[config.mk]
export PLATFORM = sky130hd
export DESIGN_NAME = dtl_dead_time
export DESIGN_NICKNAME = d
export VERILOG_FILES = /design/src/dtl_pkg.sv /design/src/dtl_sync.sv /design/src/dtl_gap_timer.sv /design/src/dtl_dead_time.sv
export SDC_FILE = /design/constraint.sdc
export NUM_CORES = 1
export LEC_CHECK = 0
export ABC_CLOCK_PERIOD_IN_PS = 4200
export BUFFER_PORTS_ARGS = -buffer_cell sky130_fd_sc_hd__buf_2
export CORE_MARGIN = 4
export CORE_UTILIZATION = 36
export DETAILED_ROUTE_END_ITERATION = 12
export PLACE_DENSITY = 0.55
export SLEW_MARGIN = 20
export SYNTH_ARGS = -nofsm -noshare
export SYNTH_HDL_FRONTEND = slang
export SYNTH_SLANG_ARGS = --single-unit
[constraint.sdc]
create_clock -name sys_clk -period 4.2 [get_ports sys_clk]
set_input_delay 0.21 -clock sys_clk [delete_from_list [all_inputs] [get_ports sys_clk]]
set_output_delay 0.21 -clock sys_clk [all_outputs]
set_load 0.03 [all_outputs]
[src/dtl_pkg.sv]
// Package with constants and carrier types for the dual channel dead-time logic
`default_nettype none
package dtl_pkg;

  // ----------------------------------------
  // Widths and reset values
  // ----------------------------------------
  localparam int DTL_CNT_W = 16;
  localparam logic [DTL_CNT_W-1:0] DTL_CNT_RST = 16'h0000;
  localparam int DTL_SYNC_STAGES = 2;

  // ----------------------------------------
  // Timing
  // ----------------------------------------
  localparam int DTL_CLK_PERIOD_NS = 20;
  localparam int DTL_NS_PER_KOHM = 10;

  // ----------------------------------------
  // Carrier types
  // ----------------------------------------
  typedef struct packed {
    logic a;
    logic b;
  } dtl_pair_t;

  typedef enum logic [1:0] {
    DTL_ST_IDLE,
    DTL_ST_WAIT,
    DTL_ST_READY
  } dtl_gap_state_t;

endpackage : dtl_pkg
`default_nettype wire

[src/dtl_sync.sv]
// Two-stage synchroniser for asynchronous pins
`timescale 1ns/10ps
`default_nettype none
module dtl_sync
  import dtl_pkg::*;
(
  // Clock and reset
  input wire logic sys_clk,
  input wire logic nrst,
  // Data
  input wire logic async_in,
  output logic sync_out
);

  logic meta_ff;
  logic sync_ff;

  always_ff @(posedge sys_clk or negedge nrst) begin
    if (!nrst) begin
      meta_ff <= 1'b0;
      sync_ff <= 1'b0;
    end else begin
      meta_ff <= async_in;
      sync_ff <= meta_ff;
    end
  end

  assign sync_out = sync_ff;

endmodule : dtl_sync
`default_nettype wire

[src/dtl_gap_timer.sv]
// Per-channel dead-time timer started by the falling edge of the opposite side
`timescale 1ns/10ps
`default_nettype none
module dtl_gap_timer
  import dtl_pkg::*;
(
  // Clock and reset
  input wire logic sys_clk,
  input wire logic nrst,
  // Control
  input wire logic start,
  input wire logic [DTL_CNT_W-1:0] dead_cycles,
  // Status
  output logic expired
);

  dtl_gap_state_t state_ff;
  dtl_gap_state_t nxt_state;
  logic [DTL_CNT_W-1:0] cnt_ff;
  logic [DTL_CNT_W-1:0] nxt_cnt;

  always_comb begin
    nxt_state = state_ff;
    nxt_cnt = cnt_ff;
    if (start) begin
      // A new fall restarts the gap even if one is running
      nxt_cnt = DTL_CNT_RST;
      nxt_state = (dead_cycles <= 16'h0001) ? DTL_ST_READY : DTL_ST_WAIT;
    end else begin
      case (state_ff)
        DTL_ST_IDLE: nxt_state = DTL_ST_READY;
        DTL_ST_WAIT: begin
          nxt_cnt = cnt_ff + 16'h0001;
          if (nxt_cnt >= dead_cycles - 16'h0001) begin
            nxt_state = DTL_ST_READY;
          end
        end
        DTL_ST_READY: nxt_state = DTL_ST_READY;
        default: nxt_state = DTL_ST_IDLE;
      endcase
    end
  end

  always_ff @(posedge sys_clk or negedge nrst) begin
    if (!nrst) begin
      state_ff <= DTL_ST_IDLE;
      cnt_ff <= DTL_CNT_RST;
    end else begin
      state_ff <= nxt_state;
      cnt_ff <= nxt_cnt;
    end
  end

  assign expired = (state_ff == DTL_ST_READY);

endmodule : dtl_gap_timer
`default_nettype wire

[src/dtl_dead_time.sv]
// Top of the dual channel dead-time and shoot-through interlock logic
// Function
// - Pass-through mode: outputs copy inputs, overlap allowed
// - Dead time scales linearly with configured count
// - Input fall starts opposite channel dead time
// - Gap is longer of programmed and input gap
// - Outside pass-through mode, both inputs high forces both outputs low
// - Interlock leaves programmed dead time unchanged
// - B falls, A rises: A waits dead time
// - A falls, B rises: B waits dead time
// - Opposite long low: rising output goes high immediately
// - A rises over high B: B low, A waits
// - B rises over high A: A low, B waits
// - Shutdown input high holds both outputs low
// - Undriven inputs read low only through an external pull-down, then outputs stay low
`timescale 1ns/10ps
`default_nettype none
module dtl_dead_time
  import dtl_pkg::*;
(
  // Clock and reset
  input wire logic sys_clk,
  input wire logic nrst,
  // Channel inputs from the controller
  input wire logic channel_a_in,
  input wire logic channel_b_in,
  input wire logic output_shutdown_in,
  // Configuration
  input wire logic dead_time_bypass,
  input wire logic [DTL_CNT_W-1:0] dead_time_config,
  // Gate drive outputs
  output logic channel_a_drive,
  output logic channel_b_drive
);

  // ----------------------------------------
  // Input synchronisers
  // ----------------------------------------
  // Synchronisers reset low and then follow the pin, so nothing here pulls a floating pin low
  dtl_pair_t in_sync;
  logic shutdown_sync;

  dtl_sync u_sync_a (
    .sys_clk(sys_clk),
    .nrst(nrst),
    .async_in(channel_a_in),
    .sync_out(in_sync.a)
  );
  dtl_sync u_sync_b (
    .sys_clk(sys_clk),
    .nrst(nrst),
    .async_in(channel_b_in),
    .sync_out(in_sync.b)
  );
  dtl_sync u_sync_dis (
    .sys_clk(sys_clk),
    .nrst(nrst),
    .async_in(output_shutdown_in),
    .sync_out(shutdown_sync)
  );

  // ----------------------------------------
  // Edge detection
  // ----------------------------------------
  dtl_pair_t prev_ff;
  dtl_pair_t fall;

  always_ff @(posedge sys_clk or negedge nrst) begin
    if (!nrst) begin
      prev_ff <= '0;
    end else begin
      prev_ff <= in_sync;
    end
  end

  // ----------------------------------------
  // Dead-time timers
  // ----------------------------------------
  // Timer a guards channel a and is started when b drops, and vice versa.
  // Falls of a drive output are also starts, covering the forced-low case.
  dtl_pair_t drive_ff;
  dtl_pair_t nxt_drive;
  dtl_pair_t ok;
  dtl_pair_t drive_fall;

  // One high-to-low test shared by input and drive edges
  function automatic logic went_low(input logic was_level, input logic now_level);
    return was_level & ~now_level;
  endfunction : went_low

  always_comb begin
    fall.a = went_low(prev_ff.a, in_sync.a);
    fall.b = went_low(prev_ff.b, in_sync.b);
  end

  // Kept apart from the input edges so no process both feeds and reads the decision
  always_comb begin
    drive_fall.a = went_low(drive_ff.a, nxt_drive.a);
    drive_fall.b = went_low(drive_ff.b, nxt_drive.b);
  end

  // The same count is used whatever the interlock did
  dtl_gap_timer u_gap_a (
    .sys_clk(sys_clk),
    .nrst(nrst),
    .start(fall.b | drive_fall.b),
    .dead_cycles(dead_time_config),
    .expired(ok.a)
  );
  dtl_gap_timer u_gap_b (
    .sys_clk(sys_clk),
    .nrst(nrst),
    .start(fall.a | drive_fall.a),
    .dead_cycles(dead_time_config),
    .expired(ok.b)
  );

  // ----------------------------------------
  // Output decision
  // ----------------------------------------
  // Timers run from the input fall, so a long input gap already
  // expired them and the later of the two limits wins.
  always_comb begin
    nxt_drive = '0;
    if (shutdown_sync) begin
      nxt_drive = '0;
    end else if (dead_time_bypass) begin
      nxt_drive = in_sync;
    end else if (in_sync.a & in_sync.b) begin
      nxt_drive = '0;
    end else begin
      nxt_drive.a = in_sync.a & ok.a & ~fall.b;
      nxt_drive.b = in_sync.b & ok.b & ~fall.a;
    end
  end

  // Registered for glitch-free gate drive; costs one cycle of latency
  always_ff @(posedge sys_clk or negedge nrst) begin
    if (!nrst) begin
      drive_ff <= '0;
    end else begin
      drive_ff <= nxt_drive;
    end
  end

  assign channel_a_drive = drive_ff.a;
  assign channel_b_drive = drive_ff.b;

endmodule : dtl_dead_time
`default_nettype wire

; ---- Word level (Yosys, flattened, before mapping)
; Cells that the tools add are included.
[totals]
input_bits = 22
word_cells = 63
out_inout_bits = 2
regBits = 46
[op_classes]
n_eq_ne = 6
order_cmp = 3
muxes = 14
bitwise = 17
addsub = 3
n_reduce_logical = 6
[op_table]
columns = cell, count
row1 = 16-bit 2-to-1 mux, 4
row2 = "16-bit by 1-bit adder with 16-bit output, second input constant", 2
row3 = 16-bit >= comparator, 2
row4 = "16-bit by 1-bit less-or-equal comparator with 1-bit output, second input constant", 1
row5 = 2-bit 2-to-1 mux, 8
row6 = "16-bit by 1-bit subtractor with 16-bit output, second input constant", 1
row7 = 1-bit bitwise AND, 9
row8 = 2-bit case mux with 2 select lines, 2
row9 = "3-bit by 1-bit inequality test with 1-bit output, second input constant", 2
row10 = 1-bit NOT, 6
row11 = "2-bit by 1-bit equality test with 1-bit output, second input constant", 2
row12 = "2-bit equality test, second input constant", 2
row13 = 2-bit logical NOT, 2
row14 = 2-bit nonzero test, 2
row15 = 2-bit OR reduction, 2
row16 = 1-bit OR, 2

; ---- Depth between registers and ports, before layout
; Gate-level depths: netlist of run 1.
[logic_depth]
word_depth = 11
depth_mapped = 13
depth_no_buf = 13

; ---- Cells and area by module
; From an unflattened synthesis of run 1, not the netlist that was laid out.
[unflattened]
cells_unflattened = 416
hier_area_um2 = 3693.5
[by_module_without_submodules]
columns = module, area_per_inst_um2, seq_area_each_um2, cells_each, instances
row1 = dtl_gap_timer (u_gap_a), 1690.4, 450.4, 199, 1
row2 = dtl_gap_timer (u_gap_b), 1684.1, 450.4, 196, 1
row3 = dtl_dead_time, 168.9, 100.1, 15, 1
row4 = dtl_sync, 50.0, 50.0, 2, 3

; ---- Least setup slack after synthesis of run 1
; No wires, ideal clock.
[synth_path]
path_kind = flip-flop to flip-flop
startpoint = register u_gap_b.cnt_ff[4]
endpoint = register u_gap_b.state_ff[1]
required_ns = 4.058
t_arrival_ns = 2.666
setup_ns = 0.142
synth_period_minus_slack_ns = 2.808
slack_ns = 1.392
stages_incl_launch_ff = 14
path_buffers = 2
cell_sequence = dfrtp_1 > clkbuf_1 > nand2_1 > or3_1 > clkbuf_1 > nor2_1 > xor2_1 > ha_1 > nand4_1 > a21oi_1 > a2111oi_0 > o21ai_0 > a2111oi_2 > a211oi_1
[synth_via]
elab_chain_len = 3
[synth_rtl]
columns = item, line_no
row1 = "start, declared", dtl_gap_timer.sv:19  ; logic [DTL_CNT_W-1:0] cnt_ff;
row2 = "start signal, assigned", dtl_gap_timer.sv:50  ; cnt_ff <= nxt_cnt;
row3 = 16-bit by 1-bit adder with 16-bit output, dtl_gap_timer.sv:33  ; nxt_cnt = cnt_ff + 16'h0001;
row4 = 16-bit >= comparator, dtl_gap_timer.sv:34  ; if (nxt_cnt >= dead_cycles - 16'h0001) begin
row5 = 3-bit by 1-bit inequality test with 1-bit output (no line), --
row6 = "end signal, assigned", dtl_gap_timer.sv:49  ; state_ff <= nxt_state;
row7 = "end, declared", dtl_gap_timer.sv:17  ; dtl_gap_state_t state_ff;
; No other way between the ends.
; A chain may end at the register's enable or synchronous reset.

; ---- Worst setup path after layout of run 1
[layout_path]
startpoint = register u_gap_a.cnt_ff[0]
endpoint = register u_gap_a.state_ff[1]
[layout_via]
elab_chain_len = 3
[layout_rtl]
columns = item, line_no
row1 = "start, declared", dtl_gap_timer.sv:19
row2 = "start signal, assigned", dtl_gap_timer.sv:50
row3 = 16-bit by 1-bit adder with 16-bit output, dtl_gap_timer.sv:33
row4 = 16-bit >= comparator, dtl_gap_timer.sv:34
row5 = 3-bit by 1-bit inequality test with 1-bit output (no line), --
row6 = "end signal, assigned", dtl_gap_timer.sv:49
row7 = "end, declared", dtl_gap_timer.sv:17
; No other way between the ends.

==> flow_metrics.py, run 1 <==
metrics = {
    "logic_synthesis": {
        "synthTopCellsByArea": "dfrtp_1 (35%), ha_1 (12%), xnor2_1 (8.0%)",
        "synth_edf_count": 0,
        "syn_nets": 416,
        "ys_ff_latch": 46,
        "synth_most_common_cell": "dfrtp_1",
        "syn_area_per_cell_um2": 9.08,
        "ys_seq_area_frac": 0.350,
        "ys.flop_type": "dfrtp_1",
        "ys_warn_count": 0,
        "async_flop_share": 1.00,
        "netlist_area_um2": 3290,
        "yosysTopAreaCellShare": 0.350,
        "synthCells": 362,
        "synth.distinct_cells": 42,
        "ys_top_cells_by_count": "dfrtp_1 (46), nor2_1 (37), ha_1 (32)",
        "synth_area_leader_cell": "dfrtp_1",
    },
    "routing": {
        "vias": 2640,
        "postRouteWirelength_um": 7500,
        "vias_per_cell": 5.33,
        "drt-initial-drc-count": 115,
        "wl_per_cell_um": 15.1,
        "drc": 0,
        "drtAntennaViolNets": 0,
        "firstDrtPassIters": 4,
    },
    "clock_tree": {
        "root_buffer": "clkbuf_8",
        "worstSkewPairLatency_ps": 290,
        "ctsHtreeMaxLevel": 2,
        "tritoncts_num_sinks": 46,
        "cts_tree": "yes",
        "numCtsBuffers": 5,
        "cts_max_path_buffers": 2,
        "cts-resized-gates": 0,
        "path_clk_slew_ps": 90,
    },
    "final_layout": {
        "post_route_cells_drive_above_1_share": 0.0956,
        "areaGrowthSynthToFinish_pct": 11.3,
        "nFillCells": 854,
        "finish.utilization": 0.415,
        "stdcell_count": 495,
        "nets": 440,
        "insertedDiodeCount": 0,
    },
    "critical_path": {
        "slowest_stage": "dfrtp_1",
        "worstSetupPathType": "reg -> reg",
        "endpoint_kind": "flop",
        "crit_chain": "ha_1 > nand3_1 > nor2_1 > nand2_1 > xnor2_1 > ha_1 > nand4_1 > o31ai_1 > o311ai_0 > and3_1 > o311ai_0 > and3_1",
        "cpPeakStageDelay_ps": 450,
        "critPathTopFamily": "simple AND/OR/NAND/NOR gates",
        "cp.arrival_ps": 3490,
        "path_buf_inv": 0,
        "critical_path_peak_fanout": 6,
        "worst_ep_required_time_ps": 4430,
        "start_kind": "flop",
    },
    "run_status": {
        "status": "finished, final reports clean",
    },
    "sta": {
        "worstMarginPinSlew_ps": 679,
        "fin_tns_setup_ps": 0,
        "fmax_ghz": 0.306,
        "hold_violations": 0,
        "rsz0062_at_grt": "false",
        "finClkSkew_ps": 9.89,
        "maxSlewHeadroom": 0.543,
        "drv_slew": 0,
        "setup_viol": 0,
        "fin_crit_sh": 0.777,
        "period_minus_slack_ps": 3260,
    },
    "run": {
        "cap_violations": 0,
    },
    "place": {
        "dp_hpwl_um": 5940,
        "port_buffers": 23,
        "dp.cells": 485,
        "gp_congestion": 0.794,
    },
    "floorplan": {
        "ios": 24,
        "coreArea_um2": 8810,
        "die_h_um": 104,
        "start_util": 0.373,
        "fp-row-count": 34,
        "die-area_um2": 10700,
        "dieWidth_um": 104,
    },
    "global_routing": {
        "grt-ovfl-total": 0,
        "antenna_found_initial": 0,
        "grt_max_degree": 27,
        "grt_pass1_vias": 2615,
        "grtUsageTotal": 0.144,
        "grt_pass1_wl_um": 12800,
    },
    "hold_path": {
        "hold_class": "in -> reg",
    },
    "power_and_ir_drop": {
        "p_leak_nw": 1.66,
        "max-vdd-ir-drop_mv": 0.116,
        "powerDensity_nw_per_um2": 279,
    },
}
stage by stage:
step	worst slack, ps	total power, mW	hold WS (ps)	cell area, µm²
floorplan	1390	0.628	-85.6	3290
global placement	949	0.697	318	3510
detailed placement	875	0.706	227	3530
CTS	918	1.03	9.67	3650
global route	597	1.09	1.58	3660
finish	936	1.02	23.6	3660
power by group:
part / total, mW / leakage, nW / internal, mW / switching (mW)
Clock: 0.326 / 0.0524 / 0.178 / 0.148
Sequential: 0.493 / 0.612 / 0.468 / 0.0248
Combinational: 0.201 / 0.994 / 0.0789 / 0.122
Total: 1.02 / 1.66 / 0.725 / 0.295
path summary, 6_finish.rpt:
path                                                from  depth (start not counted)  slack, ps                              end
min                                         channel_a_in                          1         20       u_sync_a.meta_ff$_DFF_PN0_
min in group asynchronous                           nrst                          2        430    u_gap_a.cnt_ff[9]$_DFFE_PN0P_
min reg2reg                   u_sync_b.meta_ff$_DFF_PN0_                          0        360      u_sync_b.sync_out$_DFF_PN0_
max in group asynchronous                           nrst                          3       3250   u_gap_b.cnt_ff[14]$_DFFE_PN0P_
max                        u_gap_a.cnt_ff[0]$_DFFE_PN0P_                         12        940  u_gap_a.state_ff[1]$_DFFE_PN0P_
max reg2reg                u_gap_a.cnt_ff[0]$_DFFE_PN0P_                         12        940  u_gap_a.state_ff[1]$_DFFE_PN0P_
flip-flops by register name, summed over array words and instances (netlist names):
name / flops
u_gap_b.cnt_ff: 16
u_sync_dis.sync_out: 1
u_gap_b.state_ff: 2
u_sync_b.meta_ff: 1
prev_ff: 2
channel_a_drive: 1
u_gap_a.state_ff: 2
u_sync_dis.meta_ff: 1
u_sync_a.sync_out: 1
channel_b_drive: 1
u_sync_a.meta_ff: 1
u_gap_a.cnt_ff: 16
u_sync_b.sync_out: 1
logic make-up (layout without fill, tap and decap cells):
logic type / after synthesis / after routing / share of synthesized area
AO/OA/AOI/OAI: 70 / 70 / 0.147
AND/OR/NAND/NOR: 138 / 138 / 0.211
buffers and inverters: 21 / 46 / 0.0240
adder cells (fa/ha/maj): 33 / 33 / 0.125
flip-flops: 46 / 46 / 0.350
XOR/XNOR: 54 / 54 / 0.144
timing repair:
action,CTS,global route
setup buffers,0,0
hold buffers,1,1
endpoints found under the hold margin,20,1
area by class of cell:
type	count	area, µm²	share of cell area
sequential	46	1150	0.315
timing repair buffer	28	170	0.0465
clock inverter	1	30.0	0.00821
inverter	10	37.5	0.0103
clock buffer	7	76.3	0.0209
multi-input combinational	295	2060	0.563
tap	108	135	0.0369
metal layers:
metal | track usage | vias up | part of all wire
met4 | 0.0342 | 0 | 0.011
met1 | 0.194 | 1252 | 0.48
li1 | - | 1357 | -
met3 | 0.0218 | 6 | 0.019
met2 | 0.245 | 25 | 0.49
met5 | 0 | - | 0
cells in the final DEF (no fill, tap or decap), types with 3 or more instances in the layout:
cell	netlist	final
dfrtp_1	46	46
buf_2	0	23
nand2b_1	7	7
and3_1	7	7
xnor2_1	30	30
inv_1	10	10
a21oi_1	14	14
nand2_1	25	25
o21ai_0	12	12
nor4_1	5	5
nor3_1	10	10
nor2_1	37	37
nand4_1	12	12
nor2b_1	3	3
ha_1	32	32
xor2_1	24	24
a21o_1	5	5
o31ai_1	10	10
nand3_1	20	20
or3_1	3	3
clkbuf_8	0	5
o211ai_1	10	10
Note: power is estimated with default switching activity, not from simulation.
==> run 2: changes to the inputs <==
ABC_CLOCK_PERIOD_IN_PS = 3300   (was 4200)
clock period = 3.3 ns   (was 4.2 ns; I/O delays follow)
==> run 2 against run 1 <==
  * Count of clock-buffer cells in the layout fell by 1
  * Cell area is 3.5% higher
  * Hold slack better by 140 ps
  * Sequential share of layout area decreased by 1.0 points
  * Via count increased by 2.2%
  * Clock skew fell by 0.87 ps
  * Largest cell class unchanged
  * Highest routed layer unchanged
==> flow_metrics.py, run 2 (synthesis gave the netlist of run 1 again) <==
metrics = {
    "sta": {
        "period_minus_slack_ps": 3010,
        "setup_viol": 0,
        "fmax_ghz": 0.332,
        "drv_slew": 0,
        "rsz0062_at_grt": "false",
        "maxSlewHeadroom": 0.595,
        "fin_tns_setup_ps": 0,
        "hold_violations": 0,
        "fin_crit_sh": 0.913,
        "worstMarginPinSlew_ps": 608,
        "finClkSkew_ps": 9.02,
    },
    "critical_path": {
        "path_buf_inv": 0,
        "start_kind": "flop",
        "critPathTopFamily": "simple AND/OR/NAND/NOR gates",
        "worstSetupPathType": "reg -> reg",
        "slowest_stage": "dfrtp_2",
        "crit_chain": "ha_1 > nand3_2 > nor2_1 > nand2_1 > xnor2_1 > ha_1 > o21a_1 > a21oi_1 > o31ai_2 > o311ai_0 > and3_1 > o311ai_2 > and3_1",
        "cpPeakStageDelay_ps": 420,
        "cp.arrival_ps": 3210,
        "worst_ep_required_time_ps": 3500,
        "endpoint_kind": "flop",
        "critical_path_peak_fanout": 6,
    },
    "hold_path": {
        "hold_class": "in -> reg",
    },
    "global_routing": {
        "grt-ovfl-total": 0,
        "antenna_found_initial": 0,
        "grt_max_degree": 47,
        "grt_pass1_wl_um": 13000,
        "grt_pass1_vias": 2695,
        "grtUsageTotal": 0.147,
    },
    "routing": {
        "wl_per_cell_um": 15.1,
        "drc": 0,
        "vias_per_cell": 5.31,
        "vias": 2697,
        "firstDrtPassIters": 4,
        "postRouteWirelength_um": 7680,
        "drtAntennaViolNets": 0,
        "drt-initial-drc-count": 55,
    },
    "final_layout": {
        "reg.largest.list": "u_gap_a.cnt_ff x16, u_gap_b.cnt_ff x16",
        "finalInstanceArea_um2": 3780,
        "nets": 453,
        "insertedDiodeCount": 0,
        "final_cell_mix": "dfrtp_1 (45), nor2_1 (35), ha_1 (32)",
        "stdcell_count": 508,
        "final_common_cell": "dfrtp_1",
        "finish.utilization": 0.430,
        "areaGrowthSynthToFinish_pct": 15.1,
        "nFillCells": 864,
        "post_route_cells_drive_above_1_share": 0.140,
    },
    "run_status": {
        "status": "finished, final reports clean",
    },
    "place": {
        "gp_congestion": 0.828,
        "post_dp_cell_area_um2": 3600,
        "dp_hpwl_um": 5910,
        "port_buffers": 23,
        "dp.cells": 496,
    },
    "floorplan": {
        "ios": 24,
        "dieWidth_um": 104,
        "die-area_um2": 10700,
        "fp-row-count": 34,
        "die_h_um": 104,
        "coreArea_um2": 8810,
        "start_util": 0.373,
    },
    "run": {
        "cap_violations": 0,
    },
    "power_and_ir_drop": {
        "max-vdd-ir-drop_mv": 0.166,
        "powerDensity_nw_per_um2": 351,
        "p_leak_nw": 1.72,
        "power_mw": 1.33,
    },
    "clock_tree": {
        "cts_max_path_buffers": 2,
        "cts_tree": "yes",
        "numCtsBuffers": 5,
        "worstSkewPairLatency_ps": 300,
        "ctsHtreeMaxLevel": 2,
        "root_buffer": "clkbuf_8",
        "tritoncts_num_sinks": 46,
        "path_clk_slew_ps": 100,
    },
}
run 2: layer usage:
metal  global-route usage  wire [µm]
met1                0.196       3770
met2                0.242       3620
met3               0.0305        157
met4               0.0437        129
met5                    0          0
run 2: worst paths after layout:
path,from,to,slack (ps),cells past startpoint
worst min register to register,u_sync_b.meta_ff$_DFF_PN0_,u_sync_b.sync_out$_DFF_PN0_,360,0
max in group asynchronous,nrst,u_gap_a.cnt_ff[0]$_DFFE_PN0P_,2450,2
min in group asynchronous,nrst,u_gap_a.cnt_ff[11]$_DFFE_PN0P_,420,2
worst max-delay path,u_gap_a.cnt_ff[0]$_DFFE_PN0P_,u_gap_a.state_ff[1]$_DFFE_PN0P_,290,13
worst max register to register,u_gap_a.cnt_ff[0]$_DFFE_PN0P_,u_gap_a.state_ff[1]$_DFFE_PN0P_,290,13
worst min-delay path,dead_time_bypass,channel_a_drive$_DFF_PN0_,170,3
run 2: worst min-delay path: cells and delay by family:
family | cells | cell delay [ps]
buffers and inverters | 1 | 100
and+or+nand+nor | 2 | 170
run 2: area by class of cell:
cell class / instances / area, µm² / area share
clock buffers: 6 / 72.6 / 0.0192
flip-flops and latches: 46 / 1150 / 0.304
multi-input cells: 295 / 2090 / 0.551
inverters: 10 / 37.5 / 0.00992
clock inverters: 2 / 37.5 / 0.00992
repair buffers: 41 / 263 / 0.0694
well taps: 108 / 135 / 0.0357
run 2: repair_timing:
item,4_1_cts,5_1_grt
hold buffers,3,1
endpoints found under the setup margin,0,4
gates resized for setup,0,9
endpoints found under the hold margin,3,46
setup buffers,0,0
run 2: metrics by stage:
stage               worst slack, ps  hold slack (ps)
floorplan                       492             -131
global route                   7.33              192
finish                          288              167
CTS                             102             96.0
global placement                208              274
detailed placement              143              275
run 2: power breakdown:
group / switching [mW] / internal (mW)
Sequential: 0.0319 / 0.597
Clock: 0.206 / 0.226
Combinational: 0.160 / 0.110
